[config.mk]
export PLATFORM = sky130hd
export DESIGN_NAME = io_powerup_config_sequencer
export DESIGN_NICKNAME = d
export VERILOG_FILES = /design/src/verilog/io_seq_pkg.sv /design/src/verilog/sync2.sv /design/src/verilog/step_counter.sv /design/src/verilog/io_powerup_config_sequencer.sv
export SDC_FILE = /design/constraint.sdc
export NUM_CORES = 1
export LEC_CHECK = 0
export BUFFER_PORTS_ARGS = -buffer_cell sky130_fd_sc_hd__buf_4
export CAP_MARGIN = 40
export CORE_ASPECT_RATIO = 1.4
export CORE_MARGIN = 2
export CORE_UTILIZATION = 35
export CTS_CLUSTER_DIAMETER = 30
export DETAILED_ROUTE_END_ITERATION = 10
export GPL_TIMING_DRIVEN = 0
export HOLD_SLACK_MARGIN = 0.03
export PLACE_DENSITY_LB_ADDON = 0.2
export REMOVE_ABC_BUFFERS = 1
export SLEW_MARGIN = 15
export SYNTH_ARGS = -nofsm -noshare
export SYNTH_HDL_FRONTEND = slang
export SYNTH_SLANG_ARGS = --single-unit
[constraint.sdc]
create_clock -name aclk -period 2.6 [get_ports aclk]
set_clock_uncertainty 0.2 [all_clocks]
set_input_delay 0.52 -clock aclk [delete_from_list [all_inputs] [get_ports aclk]]
set_output_delay 0.52 -clock aclk [all_outputs]
set_load 0.03 [all_outputs]
[src/verilog/io_seq_pkg.sv]
package io_seq_pkg;

  // Sequencer states, one-hot
  typedef enum logic [6:0] {
    ST_POR     = 7'h01,
    ST_INIT    = 7'h02,
    ST_CONFIG  = 7'h04,
    ST_RELGSR  = 7'h08,
    ST_RELGTS  = 7'h10,
    ST_GWEWAIT = 7'h20,
    ST_USER    = 7'h40
  } seq_state_e;

  // Idle pad termination encodings
  localparam logic [1:0] TERM_PULLDOWN = 2'h0;
  localparam logic [1:0] TERM_PULLUP   = 2'h1;
  localparam logic [1:0] TERM_FLOAT    = 2'h2;

  // Timing counts in startup clock cycles
  localparam int          INIT_CYCLES_DEFAULT = 16;
  localparam logic [15:0] INIT_CYCLES         = 16'h0010;
  localparam int          CNT_W               = 16;
  localparam logic [15:0] GWE_DELAY_DEFAULT   = 16'h0001;
  localparam int          MODE_W              = 3;

  // AXI4-Lite register offsets
  localparam logic [7:0] REG_CTRL   = 8'h00;
  localparam logic [7:0] REG_STATUS = 8'h04;
  localparam logic [7:0] REG_GWEDLY = 8'h08;
  localparam int         CTRL_TERM_LSB  = 0;
  localparam int         CTRL_START_BIT = 2;
  localparam logic [1:0] RESP_OKAY   = 2'h0;
  localparam logic [1:0] RESP_SLVERR = 2'h2;

endpackage

[src/verilog/sync2.sv]
`timescale 1ns/1ps
`default_nettype none
module sync2
  #(parameter int W = 1)
  (
    input  wire logic         aclk,
    input  wire logic         aresetn,
    input  wire logic [W-1:0] d,
    output logic      [W-1:0] q
  );

  logic [W-1:0] meta;

  // Two-stage synchroniser; first stage read only by second
  always_ff @(posedge aclk)
  begin
    if (!aresetn)
    begin
      meta <= '0;
      q    <= '0;
    end
    else
    begin
      meta <= d;
      q    <= meta;
    end
  end

endmodule
`default_nettype wire

[src/verilog/step_counter.sv]
`timescale 1ns/1ps
`default_nettype none
module step_counter
  (
    input  wire logic        aclk,
    input  wire logic        aresetn,
    input  wire logic        load,
    input  wire logic [15:0] load_value,
    output logic             expired
  );

  logic [15:0] count;
  logic [15:0] next_count;

  // Down counter; expired while zero
  always_comb
  begin
    next_count = count;
    if (load)
      next_count = load_value;
    else if (count != 16'h0000)
      next_count = count - 16'h0001;
  end

  always_ff @(posedge aclk)
  begin
    if (!aresetn)
      count <= 16'h0000;
    else
      count <= next_count;
  end

  assign expired = (count == 16'h0000);

endmodule
`default_nettype wire

[src/verilog/io_powerup_config_sequencer.sv]
// Notes on behaviour
// - Hold power-on reset until core, auxiliary and bank-2 supplies are good.
// - Pad drivers stay high impedance from power-on through configuration.
// - Strap low enables user-pad pull-ups until configuration completes.
// - Strap high leaves pull-ups off, pads float.
// - Strap pin has a weak internal pull-up; open reads high.
// - Start configuration memory initialisation once power is valid.
// - Global set-reset asserted during initialisation, clearing pad storage low.
// - Raise init-done and sample three mode bits; outside holds them stable.
// - Release global set-reset at end of configuration; polarity may be inverted.
// - Release global three-state in startup, entering user operation.
// - After three-state release, used pads active, unused pads pulled down by default.
// - Unused pad termination selectable: pull-up, pull-down or floating.
// - Release global write enable one cycle after three-state by default.
// - In user mode strap pull-ups revert to user settings; strap becomes I/O.
`timescale 1ns/1ps
`default_nettype none
module io_powerup_config_sequencer
  import io_seq_pkg::*;
  #(
    parameter logic [15:0] GWE_DELAY = GWE_DELAY_DEFAULT
  )
  (
    input  wire logic        aclk,
    input  wire logic        aresetn,
    // Supplies good and pins (asynchronous)
    input  wire logic        core_supply_ok,
    input  wire logic        auxiliary_supply_ok,
    input  wire logic        bank_output_supply_ok,
    input  wire logic        pullup_strap_pin_in,
    input  wire logic        mode_select_bit0,
    input  wire logic        mode_select_bit1,
    input  wire logic        mode_select_bit2,
    input  wire logic        config_load_done,
    // Loaded design's per-storage polarity choice
    input  wire logic        storage_set_reset_invert,
    // User pull-up setting for the strap pad in user mode
    input  wire logic        user_strap_pullup,
    // Pad control outputs
    output logic             power_on_reset,
    output logic             global_set_reset_net,
    output logic             global_tristate_net,
    output logic             global_write_gate_net,
    output logic             pad_pullup_en,
    output logic             pad_pulldown_en,
    output logic             idle_pad_pullup_en,
    output logic             idle_pad_pulldown_en,
    output logic             strap_pad_pullup_en,
    output logic             strap_pad_is_gpio,
    output logic             storage_reset_level,
    output logic             init_done,
    output logic [2:0]       config_mode,
    output logic             user_mode,
    // AXI4-Lite slave
    input  wire logic [7:0]  s_axi_awaddr,
    input  wire logic        s_axi_awvalid,
    output logic             s_axi_awready,
    input  wire logic [31:0] s_axi_wdata,
    input  wire logic [3:0]  s_axi_wstrb,
    input  wire logic        s_axi_wvalid,
    output logic             s_axi_wready,
    output logic [1:0]       s_axi_bresp,
    output logic             s_axi_bvalid,
    input  wire logic        s_axi_bready,
    input  wire logic [7:0]  s_axi_araddr,
    input  wire logic        s_axi_arvalid,
    output logic             s_axi_arready,
    output logic [31:0]      s_axi_rdata,
    output logic [1:0]       s_axi_rresp,
    output logic             s_axi_rvalid,
    input  wire logic        s_axi_rready
  );

  //////////////////////////////////////////////////////////////////////////////
  // Pin synchronisation

  logic [7:0] pins_raw;
  logic [7:0] pins_sync;
  logic       supplies_good;
  logic       strap_level;
  logic [2:0] mode_pins;
  logic       load_done;

  // Strap pad has a weak pull-up: the pad model resolves an open pin high
  // weak strap pull-up
  assign strap_pad_pullup_en = user_mode ? user_strap_pullup : 1'b1;

  // Strap enters inverted, so the synchroniser's cleared state reads as an open, high strap
  assign pins_raw = {config_load_done, mode_select_bit2, mode_select_bit1, mode_select_bit0,
                     ~pullup_strap_pin_in, bank_output_supply_ok, auxiliary_supply_ok, core_supply_ok};

  sync2 #(.W(8)) u_pin_sync
  (
    .aclk    (aclk),
    .aresetn (aresetn),
    .d       (pins_raw),
    .q       (pins_sync)
  );

  assign supplies_good = pins_sync[0] & pins_sync[1] & pins_sync[2];
  assign strap_level   = ~pins_sync[3];
  assign mode_pins     = pins_sync[6:4];
  assign load_done     = pins_sync[7];

  //////////////////////////////////////////////////////////////////////////////
  // Software registers

  logic [1:0]  term_sel;
  logic [1:0]  next_term_sel;
  logic        sw_start;
  logic        next_sw_start;
  logic [15:0] gwe_delay;
  logic [15:0] next_gwe_delay;

  //////////////////////////////////////////////////////////////////////////////
  // Sequencer

  seq_state_e  state;
  seq_state_e  next_state;
  logic        strap_low;
  logic        next_strap_low;
  logic [2:0]  next_config_mode;
  logic        cnt_load;
  logic [15:0] cnt_value;
  logic        cnt_expired;

  step_counter u_step
  (
    .aclk       (aclk),
    .aresetn    (aresetn),
    .load       (cnt_load),
    .load_value (cnt_value),
    .expired    (cnt_expired)
  );

  // Next state; configuration waits for the load source and software start
  always_comb
  begin
    next_state       = state;
    next_strap_low   = strap_low;
    next_config_mode = config_mode;
    cnt_load         = 1'b0;
    cnt_value        = INIT_CYCLES;
    case (state)
      ST_POR:
      begin
        // strap followed from power-on; last sample kept at exit
        next_strap_low = ~strap_level;
        if (supplies_good)
        begin
          next_state     = ST_INIT;
          cnt_load       = 1'b1;
          cnt_value      = INIT_CYCLES;
        end
      end
      ST_INIT:
      begin
        if (cnt_expired)
        begin
          next_state       = ST_CONFIG;
          next_config_mode = mode_pins;
        end
      end
      ST_CONFIG:
        if (load_done && sw_start)
          next_state = ST_RELGSR;
      ST_RELGSR:
        next_state = ST_RELGTS;
      ST_RELGTS:
      begin
        next_state = ST_GWEWAIT;
        cnt_load   = 1'b1;
        cnt_value  = (gwe_delay == 16'h0000) ? 16'h0000 : gwe_delay - 16'h0001;
      end
      ST_GWEWAIT:
        if (cnt_expired)
          next_state = ST_USER;
      ST_USER:
        next_state = ST_USER;
      default:
        next_state = ST_POR;
    endcase
    // Supply loss restarts the whole sequence
    if (!supplies_good)
      next_state = ST_POR;
  end

  always_ff @(posedge aclk)
  begin
    if (!aresetn)
    begin
      state       <= ST_POR;
      strap_low   <= 1'b0;
      config_mode <= 3'h0;
    end
    else
    begin
      state       <= next_state;
      strap_low   <= next_strap_low;
      config_mode <= next_config_mode;
    end
  end

  //////////////////////////////////////////////////////////////////////////////
  // Global nets and pad controls, registered

  logic next_por;
  logic next_gsr;
  logic next_gts;
  logic next_gwe;
  logic next_pu;
  logic next_ipu;
  logic next_ipd;
  logic next_user;
  logic next_init_done;
  logic active_next;

  always_comb
  begin
    active_next    = (next_state == ST_GWEWAIT) || (next_state == ST_USER);
    next_por       = (next_state == ST_POR);
    // set-reset held through init and config
    next_gsr       = (next_state == ST_POR) || (next_state == ST_INIT) || (next_state == ST_CONFIG);
    next_gts       = ~active_next;
    next_gwe       = (next_state == ST_USER);
    next_pu        = ~active_next && next_strap_low;
    next_ipu       = active_next ? (term_sel == TERM_PULLUP) : next_pu;
    next_ipd       = active_next && (term_sel == TERM_PULLDOWN);
    next_user      = (next_state == ST_USER);
    next_init_done = ~((next_state == ST_POR) || (next_state == ST_INIT));
  end

  always_ff @(posedge aclk)
  begin
    if (!aresetn)
    begin
      power_on_reset        <= 1'b1;
      global_set_reset_net  <= 1'b1;
      global_tristate_net   <= 1'b1;
      global_write_gate_net <= 1'b0;
      pad_pullup_en         <= 1'b0;
      idle_pad_pullup_en    <= 1'b0;
      idle_pad_pulldown_en  <= 1'b0;
      user_mode             <= 1'b0;
      init_done             <= 1'b0;
    end
    else
    begin
      power_on_reset        <= next_por;
      global_set_reset_net  <= next_gsr;
      global_tristate_net   <= next_gts;
      global_write_gate_net <= next_gwe;
      pad_pullup_en         <= next_pu;
      idle_pad_pullup_en    <= next_ipu;
      idle_pad_pulldown_en  <= next_ipd;
      user_mode             <= next_user;
      init_done             <= next_init_done;
    end
  end

  // Used pads never pulled down by the sequencer
  assign pad_pulldown_en   = 1'b0;
  assign strap_pad_is_gpio = user_mode;
  // pad storage cleared low while set-reset is asserted
  // after release the loaded polarity decides the level
  assign storage_reset_level = global_set_reset_net ? 1'b0 : storage_set_reset_invert;

  //////////////////////////////////////////////////////////////////////////////
  // AXI4-Lite slave: one transfer each way, answer one cycle after both taken

  logic        aw_held;
  logic        next_aw_held;
  logic [7:0]  aw_addr;
  logic [7:0]  next_aw_addr;
  logic        w_held;
  logic        next_w_held;
  logic [31:0] w_data;
  logic [31:0] next_w_data;
  logic [3:0]  w_strb;
  logic [3:0]  next_w_strb;
  logic        next_bvalid;
  logic [1:0]  next_bresp;
  logic        next_rvalid;
  logic [31:0] next_rdata;
  logic [1:0]  next_rresp;

  assign s_axi_awready = ~aw_held & ~s_axi_bvalid;
  assign s_axi_wready  = ~w_held & ~s_axi_bvalid;
  assign s_axi_arready = ~s_axi_rvalid;

  always_comb
  begin
    next_aw_held   = aw_held;
    next_aw_addr   = aw_addr;
    next_w_held    = w_held;
    next_w_data    = w_data;
    next_w_strb    = w_strb;
    next_bvalid    = s_axi_bvalid;
    next_bresp     = s_axi_bresp;
    next_rvalid    = s_axi_rvalid;
    next_rdata     = s_axi_rdata;
    next_rresp     = s_axi_rresp;
    next_term_sel  = term_sel;
    next_sw_start  = sw_start;
    next_gwe_delay = gwe_delay;
    if (s_axi_awvalid && s_axi_awready)
    begin
      next_aw_held = 1'b1;
      next_aw_addr = s_axi_awaddr;
    end
    if (s_axi_wvalid && s_axi_wready)
    begin
      next_w_held = 1'b1;
      next_w_data = s_axi_wdata;
      next_w_strb = s_axi_wstrb;
    end
    if (aw_held && w_held)
    begin
      next_aw_held = 1'b0;
      next_w_held  = 1'b0;
      next_bvalid  = 1'b1;
      next_bresp   = RESP_OKAY;
      case (aw_addr)
        REG_CTRL:
        begin
          if (w_strb[0])
          begin
            next_term_sel = w_data[CTRL_TERM_LSB +: 2];
            next_sw_start = w_data[CTRL_START_BIT];
          end
        end
        REG_GWEDLY:
        begin
          if (w_strb[0])
            next_gwe_delay[7:0] = w_data[7:0];
          if (w_strb[1])
            next_gwe_delay[15:8] = w_data[15:8];
        end
        REG_STATUS:
          next_bresp = RESP_OKAY;
        default:
          next_bresp = RESP_SLVERR;
      endcase
    end
    if (s_axi_bvalid && s_axi_bready)
      next_bvalid = 1'b0;
    if (s_axi_arvalid && s_axi_arready)
    begin
      next_rvalid = 1'b1;
      next_rresp  = RESP_OKAY;
      case (s_axi_araddr)
        REG_CTRL:   next_rdata = {29'h0, sw_start, term_sel};
        REG_STATUS: next_rdata = {19'h0, state, config_mode, strap_low, user_mode, init_done};
        REG_GWEDLY: next_rdata = {16'h0, gwe_delay};
        default:
        begin
          next_rdata = 32'h0;
          next_rresp = RESP_SLVERR;
        end
      endcase
    end
    else if (s_axi_rvalid && s_axi_rready)
      next_rvalid = 1'b0;
  end

  always_ff @(posedge aclk)
  begin
    if (!aresetn)
    begin
      aw_held      <= 1'b0;
      aw_addr      <= 8'h00;
      w_held       <= 1'b0;
      w_data       <= 32'h0;
      w_strb       <= 4'h0;
      s_axi_bvalid <= 1'b0;
      s_axi_bresp  <= 2'h0;
      s_axi_rvalid <= 1'b0;
      s_axi_rdata  <= 32'h0;
      s_axi_rresp  <= 2'h0;
      term_sel     <= TERM_PULLDOWN;
      sw_start     <= 1'b1;
      gwe_delay    <= GWE_DELAY;
    end
    else
    begin
      aw_held      <= next_aw_held;
      aw_addr      <= next_aw_addr;
      w_held       <= next_w_held;
      w_data       <= next_w_data;
      w_strb       <= next_w_strb;
      s_axi_bvalid <= next_bvalid;
      s_axi_bresp  <= next_bresp;
      s_axi_rvalid <= next_rvalid;
      s_axi_rdata  <= next_rdata;
      s_axi_rresp  <= next_rresp;
      term_sel     <= next_term_sel;
      sw_start     <= next_sw_start;
      gwe_delay    <= next_gwe_delay;
    end
  end

endmodule
`default_nettype wire

==> results.sh <==
export IMPL_status="completed"
export IMPL_timing_hold_ws_ns=0.06586
export IMPL_synth_ff_latch_count=118
export IMPL_grt_max_degree=54
export IMPL_viasPerCell=5.025
export IMPL_grt_usage_pct=17.32
export IMPL_cp_max_fo=14
export IMPL_tritoncts_num_buffers=17
export IMPL_clk_latency_ns=0.41
export IMPL_slew_headroom_pct=48.73
export IMPL_final_nets=783
export IMPL_worstPathArrival_ns=2.57
export IMPL_syn_area_per_cell_um2=8.459
export IMPL_r2r_start="state[1]"
export IMPL_drc=0
export IMPL_synth_top_area_share_pct=44.33
export IMPL_drt_initial_drc_count=146
export IMPL_worstSetupPathType="reg2reg"
export IMPL_yosysMostFrequentCell="dfxtp_1"
export IMPL_wl_um=13360
export IMPL_finalHoldViolCount=0
export IMPL_power_total_uw=5986
export IMPL_cp_data_required_time_ns=2.75
export IMPL_fillers=1514
export IMPL_first_global_vias=4446
export IMPL_synth_cell_types=60
export IMPL_slew_violations=0
export IMPL_synth_edf_count=0
export IMPL_post_drt_wl_per_cell_um=14.61
export IMPL_critical_path_slowest_cell="or4_4"
export IMPL_root_buffer="clkbuf_16"
export IMPL_hpwl_um=9873
export IMPL_crit_path_end_kind="flop"
export IMPL_cts_htree_levels=4
export IMPL_tightestPinTransition_ns=0.7627
export IMPL_dieHeight_um=150
export IMPL_grt_pass1_wl_um=21790
export IMPL_yosys_warnings=0
export IMPL_power_density_mw_per_mm2=884.8
export IMPL_startpoint="state[1]"
export IMPL_fin_crit_ns=2.417
export IMPL_synth_area_leaders="dfxtp_1 (44%), nand2_1 (7.0%), a21oi_1 (5.1%)"
export IMPL_async_flop_share_pct=0
export IMPL_clk_path_buf_depth=2
export IMPL_cts_tree="done"
export IMPL_crit_path_start_kind="flop"
export IMPL_finalNonFillerCells=915
export IMPL_p_leak_uw=0.002641
export IMPL_grt_ovfl_total=0
export IMPL_drtPass1Iterations=5
export IMPL_yosys_top_cells_count="dfxtp_1 (118), nand2_1 (100), a21oi_1 (54)"
export IMPL_setup_viol=0
export IMPL_ys_seq_area_share_pct=44.33
export IMPL_min_delay_start="pullup_strap_pin_in"
export IMPL_diodes=0
export IMPL_syn_area_mm2=0.005329
export IMPL_max_cap_viol_count=0
export IMPL_cts_sinks=118
export IMPL_vias=4598
export IMPL_drive_above_1_share_pct=21.58
export IMPL_min_period_over_period_pct=92.95
export IMPL_rsz0062_at_grt="no"
export IMPL_synth_largest_area_cell="dfxtp_1"
export IMPL_critPathMaxStageDelay_ns=0.57
export IMPL_num_io_pins=126
export IMPL_antenna_found_initial=0
export IMPL_dp_cells=878
export IMPL_synth_ff_type="dfxtp_1"
export IMPL_vdd_ir_drop_worst_v=0.0004027
export IMPL_die_w_um=108.3
export IMPL_clkTransAtPathRegs_ns=0.05
export IMPL_routabilityCongestion=0.8412
export IMPL_ant_nets=0
export IMPL_hold_buffers=0
export IMPL_start_util_pct=35.56
export IMPL_area_growth_pct=26.95
export IMPL_dieArea_mm2=0.01624
export IMPL_row_count=53
export IMPL_core_area_mm2=0.01499
export IMPL_final_util_pct=45.14
export IMPL_min_path_type="in2reg"
export IMPL_fmax_mhz=413.8
export IMPL_crit_chain="or4_4 -> or3b_4 -> a21oi_4 -> nor2b_1 -> o221a_2"
export IMPL_io_buffers=88
export IMPL_netlist_instances=630
-- logic make-up after synthesis --
logic type	count (synthesis)	share of synthesized area (%)
buffers and inverters	67	6.879
muxes	8	1.526
AOI/OAI and AO/OA	131	15.64
adders and majority gates	4	0.9392
and+or+nand+nor	281	27.33
DFF	118	44.33
other	1	0.07037
xor gates and xnor gates	20	3.287
-- layer usage --
layer	routed length, µm	global-route usage [%]	up-vias
li1	-	-	2320
met1	5459	19.15	2158
met2	7022	30.91	101
met3	538	4.268	19
met4	344	7.885	0
met5	0	0	-
-- worst max-delay path: cells and delay by family, from the launching register on --
family | cells | cell delay, ns
simple gates | 3 | 1.21
compound gates | 2 | 0.54
flops | 1 | 0.41
-- area by class of cell --
class | instances | area (µm²) | area share (%)
Timing Repair Buffer | 100 | 765.7 | 11.32
Tap cell | 192 | 240.2 | 3.551
Clock inverter | 10 | 191.4 | 2.830
Multi-Input combinational cell | 463 | 2674 | 39.52
Clock buffer | 22 | 494.2 | 7.305
Sequential cell | 118 | 2362 | 34.92
Inverter | 10 | 37.54 | 0.5548
-- path summary, 6_finish.rpt --
kind         cells past startpoint                  to  slack [ns]
max                              5     u_step.count[1]        0.18
min                              2  u_pin_sync.meta[3]        0.07
max reg2reg                      5     u_step.count[1]        0.18
min reg2reg                      1     u_pin_sync.q[1]        0.23
-- state kept, by name, summed over array words and instances (netlist names), 2 cells and up --
register         count
aw_addr              8
config_mode          3
gwe_delay           16
s_axi_rdata         16
state                7
term_sel             2
u_pin_sync.meta      8
u_pin_sync.q         8
u_step.count        16
w_data              16
w_strb               2
-- layout by cell type (no fill, tap or decap), types with 7 or more instances in the layout --
cell	count
nand4_1	7
a21oi_1	54
and2_1	19
nor2_1	47
a22oi_1	23
nand2_1	100
dfxtp_1	118
buf_4	96
xnor2_1	17
nor4_1	10
nor3_1	15
mux2i_1	7
o21ai_0	24
inv_1	9
nor2b_1	8
nand3_1	31
clkbuf_16	17
conb_1	19
-- through the flow --
step | setup TNS, ns | cell area, µm² | worst slack, ns
5_1_grt | 0 | 6765 | 0.08437
3_3_place_gp | -0.3116 | 5968 | -0.3116
2_1_floorplan | 0 | 5067 | 0.4543
3_5_place_dp | -0.2881 | 6036 | -0.2881
6_report | 0 | 6765 | 0.1832
4_1_cts | 0 | 6721 | 0.1179
-- where the power goes --
part	internal, µW	switching (µW)	total (µW)
combinational	524	674	1200
sequential	1960	154	2120
clock	1830	837	2670
total	4320	1660	5990
-- timing repair --
action,4_1_cts,5_1_grt
buffers inserted,0,5
setup endpoints to repair,0,27
resized for setup,0,3
Power figures use the tool's default switching activity.
